## src/hw/iso_link_regs_pkg.sv

```systemverilog
// Constants and carrier types for the isochronous interrupt and link control register bank
`default_nettype none
package iso_link_regs_pkg;

	// ----------------------------------------
	// Register bus
	// ----------------------------------------
	localparam int ADDR_W = 12;
	localparam int DATA_W = 32;

	// ----------------------------------------
	// Byte offsets (set / clear pairs, and the single fairness offset)
	// ----------------------------------------
	localparam logic [11:0] OFS_XMIT_MASK_SET = 12'h098;
	localparam logic [11:0] OFS_XMIT_MASK_CLR = 12'h09C;
	localparam logic [11:0] OFS_RCV_EVENT_SET = 12'h0A0;
	localparam logic [11:0] OFS_RCV_EVENT_CLR = 12'h0A4;
	localparam logic [11:0] OFS_RCV_MASK_SET = 12'h0A8;
	localparam logic [11:0] OFS_RCV_MASK_CLR = 12'h0AC;
	localparam logic [11:0] OFS_FAIRNESS = 12'h0DC;
	localparam logic [11:0] OFS_LINK_SET = 12'h0E0;
	localparam logic [11:0] OFS_LINK_CLR = 12'h0E4;

	// ----------------------------------------
	// Field positions and widths
	// ----------------------------------------
	localparam int XMIT_CTX_N = 8;
	localparam int RCV_CTX_N = 4;
	localparam int FAIR_W = 8;
	localparam int LINK_CYCLE_MASTER_BIT = 21;
	localparam int LINK_TIMER_EN_BIT = 20;
	localparam int LINK_RX_PHY_BIT = 10;
	localparam int LINK_SELF_ID_BIT = 9;

	// ----------------------------------------
	// Reset values
	// ----------------------------------------
	localparam logic [7:0] XMIT_MASK_RST = 8'h00;
	localparam logic [3:0] RCV_MASK_RST = 4'h0;
	localparam logic [3:0] RCV_EVENT_RST = 4'h0;
	localparam logic [7:0] FAIR_RST = 8'h00;
	localparam logic [31:0] LINK_RST = 32'h0000_0000;

	// ----------------------------------------
	// Timing
	// ----------------------------------------
	localparam int CLK_PERIOD_NS = 20;
	localparam int CLK_KHZ = 50000;
	localparam int CYC_REF_KHZ = 24576;
	localparam int CYC_OFFSET_MOD = 3072;
	localparam int OVERLONG_MIN_NS = 115000;
	localparam int OVERLONG_MAX_NS = 120000;
	// Least time rounds up to whole cycles
	localparam int OVERLONG_CYCLES = (OVERLONG_MIN_NS + CLK_PERIOD_NS - 1) / CLK_PERIOD_NS;

	// ----------------------------------------
	// Carriers
	// ----------------------------------------
	typedef struct packed {
		logic valid;
		logic is_phy;
		logic is_self_id;
	} rx_pkt_type;

	typedef struct packed {
		logic phy_to_async_receive;
		logic self_id_accept;
		logic discard;
	} rx_route_type;

endpackage
`default_nettype wire

```

## src/hw/cycle_offset_timer.sv

```systemverilog
// Cycle offset counter driven by a fractional 24.576 MHz enable
`default_nettype none
module cycle_offset_timer
	import iso_link_regs_pkg::*;
(
	input wire logic ref_clk,
	input wire logic resetn,
	input wire logic enable,
	output logic [11:0] offset,
	output logic rollover
);

	// ----------------------------------------
	// Reference tick divider
	// ----------------------------------------
	// Phase accumulator gives 24576 ticks per 50000 clocks; jitter of one clock is the price of one clock domain
	localparam logic [16:0] ACC_STEP = 17'(CYC_REF_KHZ);
	localparam logic [16:0] ACC_WRAP = 17'(CLK_KHZ);
	localparam logic [11:0] OFS_LAST = 12'(CYC_OFFSET_MOD - 1);

	logic [16:0] acc_r;
	logic [16:0] acc_sum;
	logic tick;
	logic [11:0] offset_r;
	logic rollover_r;

	assign acc_sum = acc_r + ACC_STEP;
	assign tick = (acc_sum >= ACC_WRAP);

	// Accumulator runs freely
	always_ff @(posedge ref_clk or negedge resetn) begin
		if (!resetn) begin
			acc_r <= 17'h00000;
		end else begin
			acc_r <= tick ? (acc_sum - ACC_WRAP) : acc_sum;
		end
	end

	// ----------------------------------------
	// Offset counter
	// ----------------------------------------
	// Holds while disabled, counts modulo 3072 while enabled
	always_ff @(posedge ref_clk or negedge resetn) begin
		if (!resetn) begin
			offset_r <= 12'h000;
			rollover_r <= 1'b0;
		end else begin
			rollover_r <= 1'b0;
			if (enable && tick) begin
				if (offset_r == OFS_LAST) begin
					offset_r <= 12'h000;
					rollover_r <= 1'b1;
				end else begin
					offset_r <= offset_r + 12'h001;
				end
			end
		end
	end

	assign offset = offset_r;
	assign rollover = rollover_r;

endmodule
`default_nettype wire

```

## src/hw/iso_irq_mask_link_control_regs.sv

```systemverilog
// Isochronous interrupt event and mask registers, fairness limit and link control
//
// Contract
// - Transmit mask bit lets its context interrupt
// - Receive event set on input-last interrupt-always
// - Clear address clears only bits written one
// - Receive event sets only when mask set
// - Receive mask gates context, own set/clear
// - Fairness field limits requests per interval
// - Master clear: accept received cycle starts
// - Master and root: cycle start at rollover
// - Overlong clears master, blocks setting it
// - Timer disabled: offset holds
// - Timer enabled: offset counts reference clocks
// - PHY receive off: discard PHY packets
// - PHY receive on: deliver to request context
// - PHY receive bit ignores self-ID packets
// - Self-ID bit off discards, on accepts
// - Set/clear addresses; either reads current value
// - Overlong past 115 us, within 120 us
// - Offset counts modulo 3072
// - Summary completion is OR of masked events
`default_nettype none
module iso_irq_mask_link_control_regs
	import iso_link_regs_pkg::*;
#(
	parameter int OVERLONG_LIMIT = OVERLONG_CYCLES
) (
	input wire logic ref_clk,
	input wire logic resetn,
	input wire logic [ADDR_W-1:0] reg_addr,
	input wire logic [DATA_W-1:0] reg_wdata,
	input wire logic reg_wr,
	input wire logic reg_rd,
	output logic [DATA_W-1:0] reg_rdata,
	input wire logic [XMIT_CTX_N-1:0] iso_xmit_ctx_irq,
	input wire logic [RCV_CTX_N-1:0] iso_rcv_input_last_done,
	input wire logic [RCV_CTX_N-1:0] iso_rcv_irq_always,
	output logic [XMIT_CTX_N-1:0] iso_xmit_irq_gated,
	output logic iso_xmit_dma_complete,
	output logic iso_rcv_dma_complete,
	input wire logic fairness_interval_start,
	input wire logic request_pkt_sent,
	output logic request_tx_allowed,
	input wire logic phy_is_root,
	input wire logic cycle_start_tx_begin,
	input wire logic subaction_gap_end,
	input wire logic cycle_too_long_clear,
	output logic cycle_too_long_event,
	output logic accept_rx_cycle_start,
	output logic cycle_start_generate,
	output logic [11:0] cycle_offset,
	input wire rx_pkt_type rx_pkt,
	input wire logic self_id_phase,
	input wire logic async_receive_req_enabled,
	output rx_route_type rx_route
);

	// ----------------------------------------
	// Address decode
	// ----------------------------------------
	// Full compare, so no alias answers
	logic hit_xmask_set;
	logic hit_xmask_clr;
	logic hit_rev_set;
	logic hit_rev_clr;
	logic hit_rmask_set;
	logic hit_rmask_clr;
	logic hit_fair;
	logic hit_link_set;
	logic hit_link_clr;
	// Any mapped offset
	logic hit_any;

	assign hit_xmask_set = (reg_addr == OFS_XMIT_MASK_SET);
	assign hit_xmask_clr = (reg_addr == OFS_XMIT_MASK_CLR);
	assign hit_rev_set = (reg_addr == OFS_RCV_EVENT_SET);
	assign hit_rev_clr = (reg_addr == OFS_RCV_EVENT_CLR);
	assign hit_rmask_set = (reg_addr == OFS_RCV_MASK_SET);
	assign hit_rmask_clr = (reg_addr == OFS_RCV_MASK_CLR);
	assign hit_fair = (reg_addr == OFS_FAIRNESS);
	assign hit_link_set = (reg_addr == OFS_LINK_SET);
	assign hit_link_clr = (reg_addr == OFS_LINK_CLR);
	assign hit_any = hit_xmask_set | hit_xmask_clr | hit_rev_set | hit_rev_clr | hit_rmask_set
		| hit_rmask_clr | hit_fair | hit_link_set | hit_link_clr;

	// ----------------------------------------
	// Register state
	// ----------------------------------------
	// All fields reset to zero
	logic [XMIT_CTX_N-1:0] xmit_mask_r;
	logic [XMIT_CTX_N-1:0] xmit_mask_nxt;
	logic [RCV_CTX_N-1:0] rcv_mask_r;
	logic [RCV_CTX_N-1:0] rcv_mask_nxt;
	logic [RCV_CTX_N-1:0] rcv_event_r;
	logic [RCV_CTX_N-1:0] rcv_event_nxt;
	logic [FAIR_W-1:0] fair_limit_r;
	logic [FAIR_W-1:0] fair_limit_nxt;

	// Link control bits and overlong flag
	logic cycle_master_r;
	logic cycle_master_nxt;
	logic timer_en_r;
	logic timer_en_nxt;
	logic rx_phy_en_r;
	logic rx_phy_en_nxt;
	logic self_id_accept_r;
	logic self_id_accept_nxt;
	logic overlong_r;
	logic overlong_nxt;

	// Writes only touch the implemented low bits; upper data bits are dropped
	logic [XMIT_CTX_N-1:0] wr_x;
	logic [RCV_CTX_N-1:0] wr_r;
	assign wr_x = reg_wdata[XMIT_CTX_N-1:0];
	assign wr_r = reg_wdata[RCV_CTX_N-1:0];

	// Transmit mask: ones at set address set, ones at clear address clear
	assign xmit_mask_nxt = (reg_wr && hit_xmask_set) ? (xmit_mask_r | wr_x)
		: (reg_wr && hit_xmask_clr) ? (xmit_mask_r & ~wr_x) : xmit_mask_r;

	// Receive mask held at its own pair of addresses
	assign rcv_mask_nxt = (reg_wr && hit_rmask_set) ? (rcv_mask_r | wr_r)
		: (reg_wr && hit_rmask_clr) ? (rcv_mask_r & ~wr_r) : rcv_mask_r;

	// ----------------------------------------
	// Receive event bits
	// ----------------------------------------
	// A completion lands only with its mask bit set; a set in the same cycle as a clear wins
	logic [RCV_CTX_N-1:0] rcv_hw_set;
	logic [RCV_CTX_N-1:0] rcv_sw_set;
	logic [RCV_CTX_N-1:0] rcv_sw_clr;
	assign rcv_hw_set = iso_rcv_input_last_done & iso_rcv_irq_always & rcv_mask_r;
	assign rcv_sw_set = (reg_wr && hit_rev_set) ? (wr_r & rcv_mask_r) : {RCV_CTX_N{1'b0}};
	assign rcv_sw_clr = (reg_wr && hit_rev_clr) ? wr_r : {RCV_CTX_N{1'b0}};
	assign rcv_event_nxt = (rcv_event_r & ~rcv_sw_clr) | rcv_hw_set | rcv_sw_set;

	// Fairness limit is a plain read/write field
	assign fair_limit_nxt = (reg_wr && hit_fair) ? reg_wdata[FAIR_W-1:0] : fair_limit_r;

	// ----------------------------------------
	// Link control bits
	// ----------------------------------------
	// One write hits one address; set and clear never meet
	function automatic logic set_clr_bit(input logic cur, input logic s, input logic c);
		set_clr_bit = c ? 1'b0 : (s ? 1'b1 : cur);
	endfunction

	// Strobes for the link pair
	logic link_s;
	logic link_c;
	logic overlong_hit;
	assign link_s = reg_wr && hit_link_set;
	assign link_c = reg_wr && hit_link_clr;

	assign timer_en_nxt = set_clr_bit(timer_en_r, link_s && reg_wdata[LINK_TIMER_EN_BIT],
		link_c && reg_wdata[LINK_TIMER_EN_BIT]);
	assign rx_phy_en_nxt = set_clr_bit(rx_phy_en_r, link_s && reg_wdata[LINK_RX_PHY_BIT],
		link_c && reg_wdata[LINK_RX_PHY_BIT]);
	assign self_id_accept_nxt = set_clr_bit(self_id_accept_r, link_s && reg_wdata[LINK_SELF_ID_BIT],
		link_c && reg_wdata[LINK_SELF_ID_BIT]);

	// Overlong cycle forces master off and blocks any set while the event stands
	assign cycle_master_nxt = (overlong_hit || overlong_r) ? 1'b0
		: set_clr_bit(cycle_master_r, link_s && reg_wdata[LINK_CYCLE_MASTER_BIT],
		link_c && reg_wdata[LINK_CYCLE_MASTER_BIT]);

	// ----------------------------------------
	// Overlong cycle watchdog
	// ----------------------------------------
	// Counts from start of a sent cycle start to the next subaction gap end
	logic [15:0] overlong_cnt_r;
	logic overlong_run_r;
	assign overlong_hit = overlong_run_r && !subaction_gap_end
		&& (overlong_cnt_r == 16'(OVERLONG_LIMIT));
	// Hardware set wins over the clear strobe
	assign overlong_nxt = overlong_hit | (overlong_r & ~cycle_too_long_clear);

	// Run drops at the hit: one long cycle, one event
	always_ff @(posedge ref_clk or negedge resetn) begin
		if (!resetn) begin
			overlong_cnt_r <= 16'h0000;
			overlong_run_r <= 1'b0;
		end else if (cycle_start_tx_begin) begin
			overlong_cnt_r <= 16'h0001;
			overlong_run_r <= 1'b1;
		end else if (subaction_gap_end || overlong_hit) begin
			overlong_run_r <= 1'b0;
		end else if (overlong_run_r) begin
			overlong_cnt_r <= overlong_cnt_r + 16'h0001;
		end
	end

	// ----------------------------------------
	// Register update
	// ----------------------------------------
	always_ff @(posedge ref_clk or negedge resetn) begin
		if (!resetn) begin
			xmit_mask_r <= XMIT_MASK_RST;
			rcv_mask_r <= RCV_MASK_RST;
			rcv_event_r <= RCV_EVENT_RST;
			fair_limit_r <= FAIR_RST;
			cycle_master_r <= LINK_RST[LINK_CYCLE_MASTER_BIT];
			timer_en_r <= LINK_RST[LINK_TIMER_EN_BIT];
			rx_phy_en_r <= LINK_RST[LINK_RX_PHY_BIT];
			self_id_accept_r <= LINK_RST[LINK_SELF_ID_BIT];
			overlong_r <= 1'b0;
		end else begin
			xmit_mask_r <= xmit_mask_nxt;
			rcv_mask_r <= rcv_mask_nxt;
			rcv_event_r <= rcv_event_nxt;
			fair_limit_r <= fair_limit_nxt;
			cycle_master_r <= cycle_master_nxt;
			timer_en_r <= timer_en_nxt;
			rx_phy_en_r <= rx_phy_en_nxt;
			self_id_accept_r <= self_id_accept_nxt;
			overlong_r <= overlong_nxt;
		end
	end

	// ----------------------------------------
	// Read path
	// ----------------------------------------
	// Set and clear addresses read the same value; unmapped and reserved bits read zero
	logic [DATA_W-1:0] link_word;
	logic [DATA_W-1:0] rd_word;
	always_comb begin
		link_word = '0;
		link_word[LINK_CYCLE_MASTER_BIT] = cycle_master_r;
		link_word[LINK_TIMER_EN_BIT] = timer_en_r;
		link_word[LINK_RX_PHY_BIT] = rx_phy_en_r;
		link_word[LINK_SELF_ID_BIT] = self_id_accept_r;
	end

	assign rd_word = (hit_xmask_set || hit_xmask_clr) ? {24'h000000, xmit_mask_r}
		: (hit_rev_set || hit_rev_clr) ? {28'h0000000, rcv_event_r}
		: (hit_rmask_set || hit_rmask_clr) ? {28'h0000000, rcv_mask_r}
		: hit_fair ? {24'h000000, fair_limit_r}
		: (hit_link_set || hit_link_clr) ? link_word : 32'h0000_0000;

	// Read data stands only in the cycle after the strobe
	// Zero outside the slot, so banks may share a bus
	always_ff @(posedge ref_clk or negedge resetn) begin
		if (!resetn) begin
			reg_rdata <= 32'h0000_0000;
		end else begin
			reg_rdata <= (reg_rd && hit_any) ? rd_word : 32'h0000_0000;
		end
	end

	// ----------------------------------------
	// Completion summaries
	// ----------------------------------------
	// Receive summary tracks the event register's next value
	always_ff @(posedge ref_clk or negedge resetn) begin
		if (!resetn) begin
			iso_xmit_irq_gated <= 8'h00;
			iso_xmit_dma_complete <= 1'b0;
			iso_rcv_dma_complete <= 1'b0;
		end else begin
			iso_xmit_irq_gated <= iso_xmit_ctx_irq & xmit_mask_r;
			iso_xmit_dma_complete <= |(iso_xmit_ctx_irq & xmit_mask_r);
			iso_rcv_dma_complete <= |(rcv_event_nxt & rcv_mask_nxt);
		end
	end

	// ----------------------------------------
	// Fairness budget
	// ----------------------------------------
	// Counter saturates so a burst cannot wrap back under the limit
	// Limit zero blocks all requests until software sets one
	logic [FAIR_W-1:0] fair_cnt_r;
	logic [FAIR_W-1:0] fair_cnt_nxt;
	assign fair_cnt_nxt = fairness_interval_start ? 8'h00
		: (request_pkt_sent && fair_cnt_r != 8'hFF) ? fair_cnt_r + 8'h01 : fair_cnt_r;

	always_ff @(posedge ref_clk or negedge resetn) begin
		if (!resetn) begin
			fair_cnt_r <= 8'h00;
			request_tx_allowed <= 1'b0;
		end else begin
			fair_cnt_r <= fair_cnt_nxt;
			request_tx_allowed <= (fair_cnt_nxt < fair_limit_nxt);
		end
	end

	// ----------------------------------------
	// Cycle timer and cycle start control
	// ----------------------------------------
	// Offset reaches the port one cycle late
	logic [11:0] offset_w;
	logic rollover_w;

	cycle_offset_timer u_cycle_timer (
		.ref_clk(ref_clk),
		.resetn(resetn),
		.enable(timer_en_r),
		.offset(offset_w),
		.rollover(rollover_w)
	);

	// Cycle start uses the registered master bit
	always_ff @(posedge ref_clk or negedge resetn) begin
		if (!resetn) begin
			cycle_offset <= 12'h000;
			accept_rx_cycle_start <= 1'b1;
			cycle_start_generate <= 1'b0;
			cycle_too_long_event <= 1'b0;
		end else begin
			cycle_offset <= offset_w;
			accept_rx_cycle_start <= !cycle_master_nxt;
			cycle_start_generate <= rollover_w && cycle_master_r && phy_is_root;
			cycle_too_long_event <= overlong_nxt;
		end
	end

	// ----------------------------------------
	// Receive routing
	// ----------------------------------------
	// Self-ID packets follow only their own bit; PHY packets need the bit and an enabled context
	logic phy_ok;
	logic sid_ok;
	assign phy_ok = rx_pkt.valid && rx_pkt.is_phy && !rx_pkt.is_self_id && !self_id_phase
		&& rx_phy_en_r && async_receive_req_enabled;
	assign sid_ok = rx_pkt.valid && rx_pkt.is_self_id && self_id_accept_r;

	// Registered: each decision is a pulse after the packet
	always_ff @(posedge ref_clk or negedge resetn) begin
		if (!resetn) begin
			rx_route <= '0;
		end else begin
			rx_route.phy_to_async_receive <= phy_ok;
			rx_route.self_id_accept <= sid_ok;
			rx_route.discard <= rx_pkt.valid && (rx_pkt.is_phy || rx_pkt.is_self_id)
				&& !phy_ok && !sid_ok;
		end
	end

endmodule
`default_nettype wire

```

## config.mk

```make
export PLATFORM = sky130hd
export DESIGN_NAME = iso_irq_mask_link_control_regs
export DESIGN_NICKNAME = d
export VERILOG_FILES = /design/src/hw/iso_link_regs_pkg.sv /design/src/hw/cycle_offset_timer.sv /design/src/hw/iso_irq_mask_link_control_regs.sv
export SDC_FILE = /design/constraint.sdc
export NUM_CORES = 1
export LEC_CHECK = 0
export BUFFER_PORTS_ARGS = -buffer_cell sky130_fd_sc_hd__buf_2
export CAP_MARGIN = 30
export CORE_UTILIZATION = 31
export DETAILED_ROUTE_END_ITERATION = 10
export SLEW_MARGIN = 20
export SYNTH_ARGS = -nofsm -noshare
export SYNTH_HDL_FRONTEND = slang
export SYNTH_SLANG_ARGS = --single-unit
```

## constraint.sdc

```tcl
create_clock -name ref_clk -period 3.2 [get_ports ref_clk]
set_input_delay 0.8 -clock ref_clk [delete_from_list [all_inputs] [get_ports ref_clk]]
set_output_delay 0.8 -clock ref_clk [all_outputs]
set_load 0.02 [all_outputs]
```

==> results.yml, run 1 <==
pwr:
  p_leak_uw: 0.003571
  vdd_drop_max_mv: 0.2487
  powerDensity_mw_per_mm2: 501.4
setup_path:
  critPathArrivalTime_ns: 2.94
  reg2reg_depth: 13
  critPathTopFamily: "simple AND/OR/NAND/NOR gates"
  path_common_cell: "buf_4"
  crit_fanout: 5
  worst_setup_path_start_kind: "input pin"
  endpoint_kind: "flip-flop"
  path_depth: 12
  slowest_stage: "ha_1"
  r2r_slack_ns: 0.64
  worstSetupPathType: "in2reg"
  crit_buf_inv: 3
  slowest_delay_ns: 0.29
  required_ns: 3.52
  crit_chain: "buf_2 > nor4_1 > buf_4 > nand3_1 > nor2_2 > buf_4 > mux2i_1 > ha_1 > nor2b_1 > o21ai_0 > nand2_1 > a41oi_1"
clocking:
  cts_resized: 0
  postCtsSetupRepairBufs: 0
  clk_path_buf_depth: 2
  hold_buffers: 0
  insertion_delay_ns: 0.41
  cts_buffers: 17
  root_buffer: "clkbuf_16"
  clk_pin_slew_worst_paths_ns: 0.06
  cts.sinks: 120
  cts.htree.levels: 4
  cts_tree: "done"
layout:
  final_nets: 753
  area_growth_pct: 23.25
  fin_cells: 904
  final_common_cell: "dfrtp_1"
  drive_gt1_frac: 0.2533
  final_cell_mix: "119 x dfrtp_1, 94 x buf_2, 46 x nor2_1, 44 x nand2_1, 27 x inv_1"
  antenna_cells: 0
  design_area_sq_mm: 0.007118
route:
  wl_per_cell_um: 13.80
  viasPerCell: 4.720
  ant_nets: 0
  drt_iter0_markers: 328
  first_pass_iters: 8
  finalWirelength_um: 12470
  num_vias: 4267
  drc: 20
timing:
  clock_skew_ns: 0.01228
  min_period_ns: 2.615
  setup_slack_ns: 0.5845
  rsz0062_at_grt: "false"
  slew_headroom: 0.5683
  post-route-period-util: 0.8173
  timing_hold_violations_final: 0
  max_freq_mhz: 382.3
  tightest_slew_ns: 0.6460
  finalSetupViolations: 0
  fin_setup_tns_ns: 0
  maxSlewViolCount: 0
logic_synthesis:
  synth_area_sq_mm: 0.005776
  yosysUniqueCellTypes: 55
  synth_compound_area_frac: 0.1062
  synthArstFlopShare: 1.000
  synth-edff-count: 0
  yosys.area_share.simple: 0.1811
  synth_top_area_frac: 0.5156
  synth_top_cell_by_area: "dfrtp_1"
  synth_cells: 546
  synth_seq_area_share: 0.5201
  muxShareOfSynthArea: 0.04679
  yosysWarnings: 0
  synth_top_family_by_area: "simple AND/OR/NAND/NOR gates"
  synth-xor-area-share: 0.05763
  synth_area_per_cell_sq_um: 10.58
  ys_top_cells_by_area: "dfrtp_1 52%, xor2_1 3.9%, ha_1 3.5%"
  synthFlopType: "dfrtp_1"
  synth_fa_ha_area_frac: 0.03466
  ys_ff_latch: 120
floorplanning:
  start_util: 0.3193
  core_sq_mm: 0.01809
  die_w_um: 138.5
  io_pins: 136
  fp.dieH_um: 138.5
  die_area_sq_mm: 0.01918
  row_count: 49
status:
  violations: "DRC"
  status: "finished with violations"
global_routing:
  grt-ovfl-total: 0
  grt_pass1_vias: 4204
  grt_max_degree: 68
  grt_pass1_wl_um: 21110
  track_usage: 0.1388
  antenna_found_initial: 0
placement:
  dp_cells: 872
  place.port_buffers: 95
  placed_cell_area_sq_mm: 0.006540
  post-place-ws_ns: 0.1197
  gp_congestion: 0.8053
  dp_hpwl_um: 8992
hold_path:
  min_path_type: "in2async"
job:
  drv_cap: 0
## area by class of cell
type | count | area, sq um
inverters | 27 | 101.3
repair buffers | 111 | 610.6
clock inverters | 15 | 152.6
clock buffers | 17 | 425.4
well taps | 229 | 286.5
fillers | 1780 | 10970
multi-input cells | 385 | 2537
flip-flops and latches | 120 | 3004
## cells in the mapped netlist (all sizes together) (16+ instances only)
library cell / n
o21ai: 21
inv: 27
mux2: 16
nand2: 44
buf: 24
a21oi: 16
and2: 19
ha: 16
dfrtp: 119
nand3: 22
xor2: 26
nor2: 47
## path summary, 6_finish.rpt
kind,start,end
min in group ref_clk,u_cycle_timer.offset[6],cycle_offset[6]
max in group asynchronous,resetn,accept_rx_cycle_start
hold reg to reg,u_cycle_timer.offset[6],cycle_offset[6]
setup / recovery,reg_addr[1],request_tx_allowed
hold / removal,resetn,fair_cnt_r[5]
setup reg to reg,fair_cnt_r[0],request_tx_allowed
## layer usage
layer | global-route usage | routed length [um]
met3 | 0.02979 | 528
met2 | 0.2111 | 5730
met5 | 0 | 0
met1 | 0.1904 | 6052
met4 | 0.05973 | 162
## report_power, final
group	leakage, uW	internal [uW]	switching [uW]	total, uW
Sequential	0.00165	1530	10.3	1540
Clock	0.000283	1150	706	1850
Combinational	0.00164	58.6	118	177
## flip-flops by register name (all words and copies together) (netlist names), 3 cells and up, named ones only
register	cells
reg_rdata	12
overlong_cnt_r	16
rx_route	3
cycle_offset	12
rcv_event_r	4
u_cycle_timer.acc_r	13
fair_cnt_r	8
u_cycle_timer.offset	12
fair_limit_r	8
iso_xmit_irq_gated	8
rcv_mask_r	4
## cell families after synthesis
kind of cell / count (synthesis)
flip-flops: 120
buffers and inverters: 60
adder cells (fa/ha/maj): 16
XOR/XNOR: 38
other: 1
AO/OA/AOI/OAI: 85
AND/OR/NAND/NOR: 201
multiplexers: 25
## worst reg2reg max path: cells and delay by family (launching register included)
kind	cells	cell delay [ns]
fa+ha+maj	2	0.54
xor+xnor	1	0.15
compound gates	4	0.83
simple gates	6	0.58
flops	1	0.38
## metrics by stage
step	hold slack [ns]	util	power, uW
3_5_place_dp	0.4357	0.3616	1747
4_1_cts	0.3899	0.3936	3629
5_1_grt	0.4147	0.3936	3710
6_report	0.3842	0.3936	3569
3_3_place_gp	0.4369	0.3616	1746
2_1_floorplan	0.3973	-	1662
(Power assumes the default switching activity.)
==> run 2, diff against run 1 <==
- clock period: 3.2 -> 2.7 ns (I/O delays scaled with it)
==> run 2 against run 1 <==
Compared with the run above:
- the flow still finishes with violations (DRC)
- final cell count rose by 1.0%
- register-to-register slack got worse by 0.34 ns
- combinational power rose by 23%
- sequential power rose by 19%
- sequential share of layout area fell by 0.33 points
- clock-buffer cell count rose by 3
- largest cell class unchanged
==> results.yml, run 2 (same netlist as run 1, synthesis figures left out) <==
status:
  status: "finished with violations"
  violations: "DRC"
global_routing:
  grt_pass1_vias: 4149
  antenna_found_initial: 0
  track_usage: 0.1374
  grt_pass1_wl_um: 20790
  grt-ovfl-total: 0
  grt_max_degree: 43
placement:
  gp_congestion: 0.8111
  place.port_buffers: 95
  dp_cells: 881
  dp_hpwl_um: 9366
clocking:
  postCtsSetupRepairBufs: 0
  cts_tree: "done"
  clk_pin_slew_worst_paths_ns: 0.06
  cts_buffers: 17
  cts_resized: 0
  root_buffer: "clkbuf_16"
  cts.htree.levels: 4
  hold_buffers: 0
  clk_path_buf_depth: 2
  cts.sinks: 120
  insertion_delay_ns: 0.41
setup_path:
  worstSetupPathType: "reg2reg"
  critPathArrivalTime_ns: 2.73
  r2r-start: "fair_cnt_r[0]"
  r2r-end: "request_tx_allowed"
  crit_fanout: 4
  required_ns: 3.03
  endpoint_kind: "flip-flop"
  r2r_slack_ns: 0.30
  reg2reg_depth: 13
  worst_setup_path_start_kind: "flip-flop"
layout:
  antenna_cells: 0
  area_growth_pct: 24.22
  final_nets: 762
  largestRegisters: "overlong_cnt_r (16), u_cycle_timer.acc_r (13)"
  final_common_cell: "dfrtp_1"
  drive_gt1_frac: 0.2602
  regMostFlops: "overlong_cnt_r"
  largest_register_ffs: 16
  fillCellCount: 1783
  fin_cells: 913
  final_cell_mix: "119 x dfrtp_1, 94 x buf_2, 46 x nor2_1, 44 x nand2_1, 27 x inv_1"
floorplanning:
  row_count: 49
  die_w_um: 138.5
  core_sq_mm: 0.01809
  start_util: 0.3193
  fp.dieH_um: 138.5
  die_area_sq_mm: 0.01918
  io_pins: 136
hold_path:
  min_path_type: "in2async"
route:
  ant_nets: 0
  finalWirelength_um: 12700
  viasPerCell: 4.705
  first_pass_iters: 7
  drt_iter0_markers: 280
  drc: 20
  num_vias: 4296
  wl_per_cell_um: 13.91
timing:
  post-route-period-util: 0.8899
  timing_hold_violations_final: 0
  max_freq_mhz: 416.2
  clock_skew_ns: 0.006346
  min_period_ns: 2.403
  finalSetupViolations: 0
  rsz0062_at_grt: "false"
  tightest_slew_ns: 0.5595
  fin_setup_tns_ns: 0
  maxSlewViolCount: 0
  slew_headroom: 0.6236
  hold_ws_ns: 0.1881
pwr:
  powerDensity_mw_per_mm2: 575.4
  p_leak_uw: 0.003599
  p_total_uw: 4128
  vdd_drop_max_mv: 0.3070
job:
  drv_cap: 0
[run 2: cell count changes in the layout (fill, tap and decap cells not counted), moves of 2 or more]
cell / change
clkbuf_1: +2
buf_4: +8
clkinv_4: -3
clkinvlp_4: +2
[run 2: worst max-delay path by stage]
stage / cells past startpoint / end / from
floorplan: 11 / request_tx_allowed / reg_addr[1]
global placement: 13 / request_tx_allowed / reg_addr[1]
detailed placement: 13 / request_tx_allowed / reg_addr[1]
CTS: 13 / request_tx_allowed / fair_cnt_r[0]
global route: 13 / request_tx_allowed / fair_cnt_r[0]
finish: 13 / request_tx_allowed / fair_cnt_r[0]
[run 2: per-layer routing]
layer	vias to the layer above	track usage	part of all wire
met5	-	0	0
met4	0	0.05973	0.015
met3	14	0.02979	0.041
met2	97	0.2129	0.46
met1	2063	0.1849	0.48
li1	2122	-	-
[run 2: final cells by class]
type | count | area [sq um] | share of cell area
Clock buffer | 20 | 446.7 | 0.06226
Clock inverter | 12 | 102.6 | 0.01430
Inverter | 27 | 101.3 | 0.01413
Multi-Input combinational cell | 385 | 2542 | 0.3544
Sequential cell | 120 | 3004 | 0.4187
Tap cell | 229 | 286.5 | 0.03994
Timing Repair Buffer | 120 | 690.7 | 0.09627
[run 2: power breakdown]
group	leakage [uW]	internal (uW)	switching [uW]
registers	0.00165	1810	12.1
logic	0.00169	74.8	142
clock network	0.000262	1280	802
total	0.00360	3170	957
[run 2: critical path, cell delays in order (launching register included)]
cell	delay, ns
dfrtp_1	0.41
ha_1	0.25
nand3_1	0.11
o21ai_0	0.11
nor2_1	0.20
nand3_1	0.11
xor2_1	0.15
nor2_1	0.16
ha_1	0.27
a21oi_1	0.13
nor2b_1	0.06
o21ai_0	0.14
nand2_1	0.07
a41oi_1	0.15
[run 2: metrics by stage]
stage                 util  cell area, sq um  setup slack [ns]
floorplan                -              5852           0.07561
CTS                 0.3967              7174            0.2773
global placement    0.3663              6625          -0.09295
finish              0.3967              7174            0.2974
detailed placement  0.3663              6625           -0.1153
global route        0.3967              7174           0.07424
==> run 3, diff against run 2 <==
- CORE_UTILIZATION: 31 -> 46
- PLACE_DENSITY: unset -> 0.7
==> run 3 against run 2 <==
Compared with the run above:
- the flow now finishes without violations
- via count increased by 3.9%
- maximum frequency decreased by 4.4%
- critical path depth unchanged
- core utilization increased by 19 points
- non-clock buffer count decreased by 4
- combinational power about the same
- die area decreased by 32%
- worst hold slack improved by 0.051 ns
- sequential share of layout area increased by 0.24 points
- clock-buffer cell count increased by 1
- largest cell class unchanged
==> results.yml, run 3 (same netlist as run 1, synthesis figures left out) <==
setup_path:
  required_ns: 3.01
  critPathArrivalTime_ns: 2.83
  slowest_delay_ns: 0.30
  slowest_stage: "nor4_2"
  worst_setup_path_start_kind: "input pin"
  crit_fanout: 6
  critPathTopFamily: "simple AND/OR/NAND/NOR gates"
  worstSetupPathType: "in2reg"
  endpoint_kind: "flip-flop"
  crit_buf_inv: 3
  path_common_cell: "buf_4"
  crit_chain: "buf_2 > nor4_2 > buf_4 > nand3_1 > nor2_4 > buf_4 > mux2i_2 > ha_1 > nand4_1 > nor2_1 > a21oi_1 > nand2_1 > a41oi_1"
placement:
  post-place-ws_ns: -0.2395
  placed_cell_area_sq_mm: 0.006499
  dp_cells: 815
  dp_hpwl_um: 8790
  gp_congestion: 0.8573
  place.port_buffers: 95
clocking:
  insertion_delay_ns: 0.41
  cts.htree.levels: 4
  cts_tree: "done"
  clk_pin_slew_worst_paths_ns: 0.06
  cts.sinks: 120
  cts_buffers: 17
  hold_buffers: 0
  root_buffer: "clkbuf_16"
  clk_path_buf_depth: 2
timing:
  fin_setup_tns_ns: 0
  slew_headroom: 0.5195
  maxSlewViolCount: 0
  hold_ws_ns: 0.2392
  setup_slack_ns: 0.1870
  finalSetupViolations: 0
  post-route-period-util: 0.9307
  max_freq_mhz: 397.9
  min_period_ns: 2.513
  tightest_slew_ns: 0.7181
  rsz0062_at_grt: "false"
  clock_skew_ns: 0.01055
  timing_hold_violations_final: 0
pwr:
  internal_power_uw: 3292
  swShare: 0.2264
  p_leak_uw: 0.003582
  netSwitchingPower_uw: 963.5
  powerDensity_mw_per_mm2: 596.4
  p_clk_frac: 0.520
  vdd_drop_max_mv: 0.2568
  pwr-share-comb: 0.051
  pwr-share-seq: 0.429
route:
  drc: 0
  wl_per_cell_um: 14.75
  first_pass_iters: 4
  num_vias: 4463
  ant_nets: 0
  finalWirelength_um: 12510
  drt_iter0_markers: 251
  viasPerCell: 5.263
floorplanning:
  core_sq_mm: 0.01211
  row_count: 40
  fp.dieH_um: 114.1
  io_pins: 136
  die_area_sq_mm: 0.01301
  start_util: 0.4769
  die_w_um: 114.1
layout:
  antenna_cells: 0
  fin_cells: 848
  design_area_sq_mm: 0.007134
  final_common_cell: "dfrtp_1"
  largest_register_ffs: 16
  final_cell_mix: "119 x dfrtp_1, 94 x buf_2, 45 x nor2_1, 44 x nand2_1, 27 x inv_1"
  area_growth_pct: 23.53
  largestRegisters: "overlong_cnt_r (16), u_cycle_timer.acc_r (13)"
  regMostFlops: "overlong_cnt_r"
  final_nets: 758
  drive_gt1_frac: 0.2662
global_routing:
  grtUsageMet2: 0.3301
  gr-max-usage-layer: "met2"
  gr-usage-met1: 0.2543
  grt_use_met3: 0.04129
  grt_max_degree: 49
  grt-ovfl-total: 0
  grt_pass1_wl_um: 20520
  track_usage: 0.2007
  antenna_found_initial: 0
  grt_pass1_vias: 4412
hold_path:
  min_path_type: "in2async"
status:
  status: "finished clean"
job:
  drv_cap: 0
[run 3: cell types whose count changed in the layout (fill, tap and decap cells not counted), moves of 2 or more]
cell,change
buf_4,-3
o21ai_0,-2
clkinv_2,-3
mux2i_1,-2
clkinvlp_4,+2
[run 3: stage by stage]
| stage | power, uW | utilization |
|---|---|---|
| finish | 4255 | 0.5891 |
| global route | 4400 | 0.5891 |
| CTS | 4290 | 0.5848 |
| detailed placement | 2071 | 0.5366 |
| global placement | 2065 | 0.5366 |
| floorplan | 1970 | - |
[run 3: area by class of cell]
type	count	area, sq um
fillers	1055	4977
flip-flops and latches	120	3004
multi-input cells	385	2586
repair buffers	116	648.1
clock buffers	21	460.4
well taps	168	210.2
clock inverters	11	123.9
inverters	27	101.3
[run 3: what timing repair did]
action | 4_1_cts | 5_1_grt
pin swaps | 0 | 1
buffers inserted | 0 | 1
endpoints found under the hold margin | 0 | 0
resized for setup | 1 | 10
endpoints found under the setup margin | 1 | 1
[run 3: worst paths after layout]
check / startpoint / endpoint / slack (ns) / depth (start not counted)
max: reg_addr[1] / request_tx_allowed / 0.19 / 13
min: resetn / overlong_cnt_r[11] / 0.24 / 1
max reg2reg: fair_cnt_r[0] / request_tx_allowed / 0.26 / 13
min reg2reg: u_cycle_timer.offset[4] / cycle_offset[4] / 0.44 / 0
max in group asynchronous: resetn / accept_rx_cycle_start / 1.77 / 2
min in group ref_clk: u_cycle_timer.offset[4] / cycle_offset[4] / 0.44 / 0
[run 3: routing by layer]
layer,up-vias,part of all wire
met5,-,0
li1,2123,-
met2,140,0.49
met4,0,0.017
met3,17,0.048
met1,2183,0.44
[run 3: power by group through the flow]
stage | registers [uW] | clock network (uW) | logic, uW
6_report | 1830 | 2210 | 217
5_1_grt | 1830 | 2330 | 242
4_1_cts | 1830 | 2250 | 215
3_5_place_dp | 1860 | 0 | 213
3_3_place_gp | 1860 | 0 | 208
2_1_floorplan | 1860 | 0 | 110
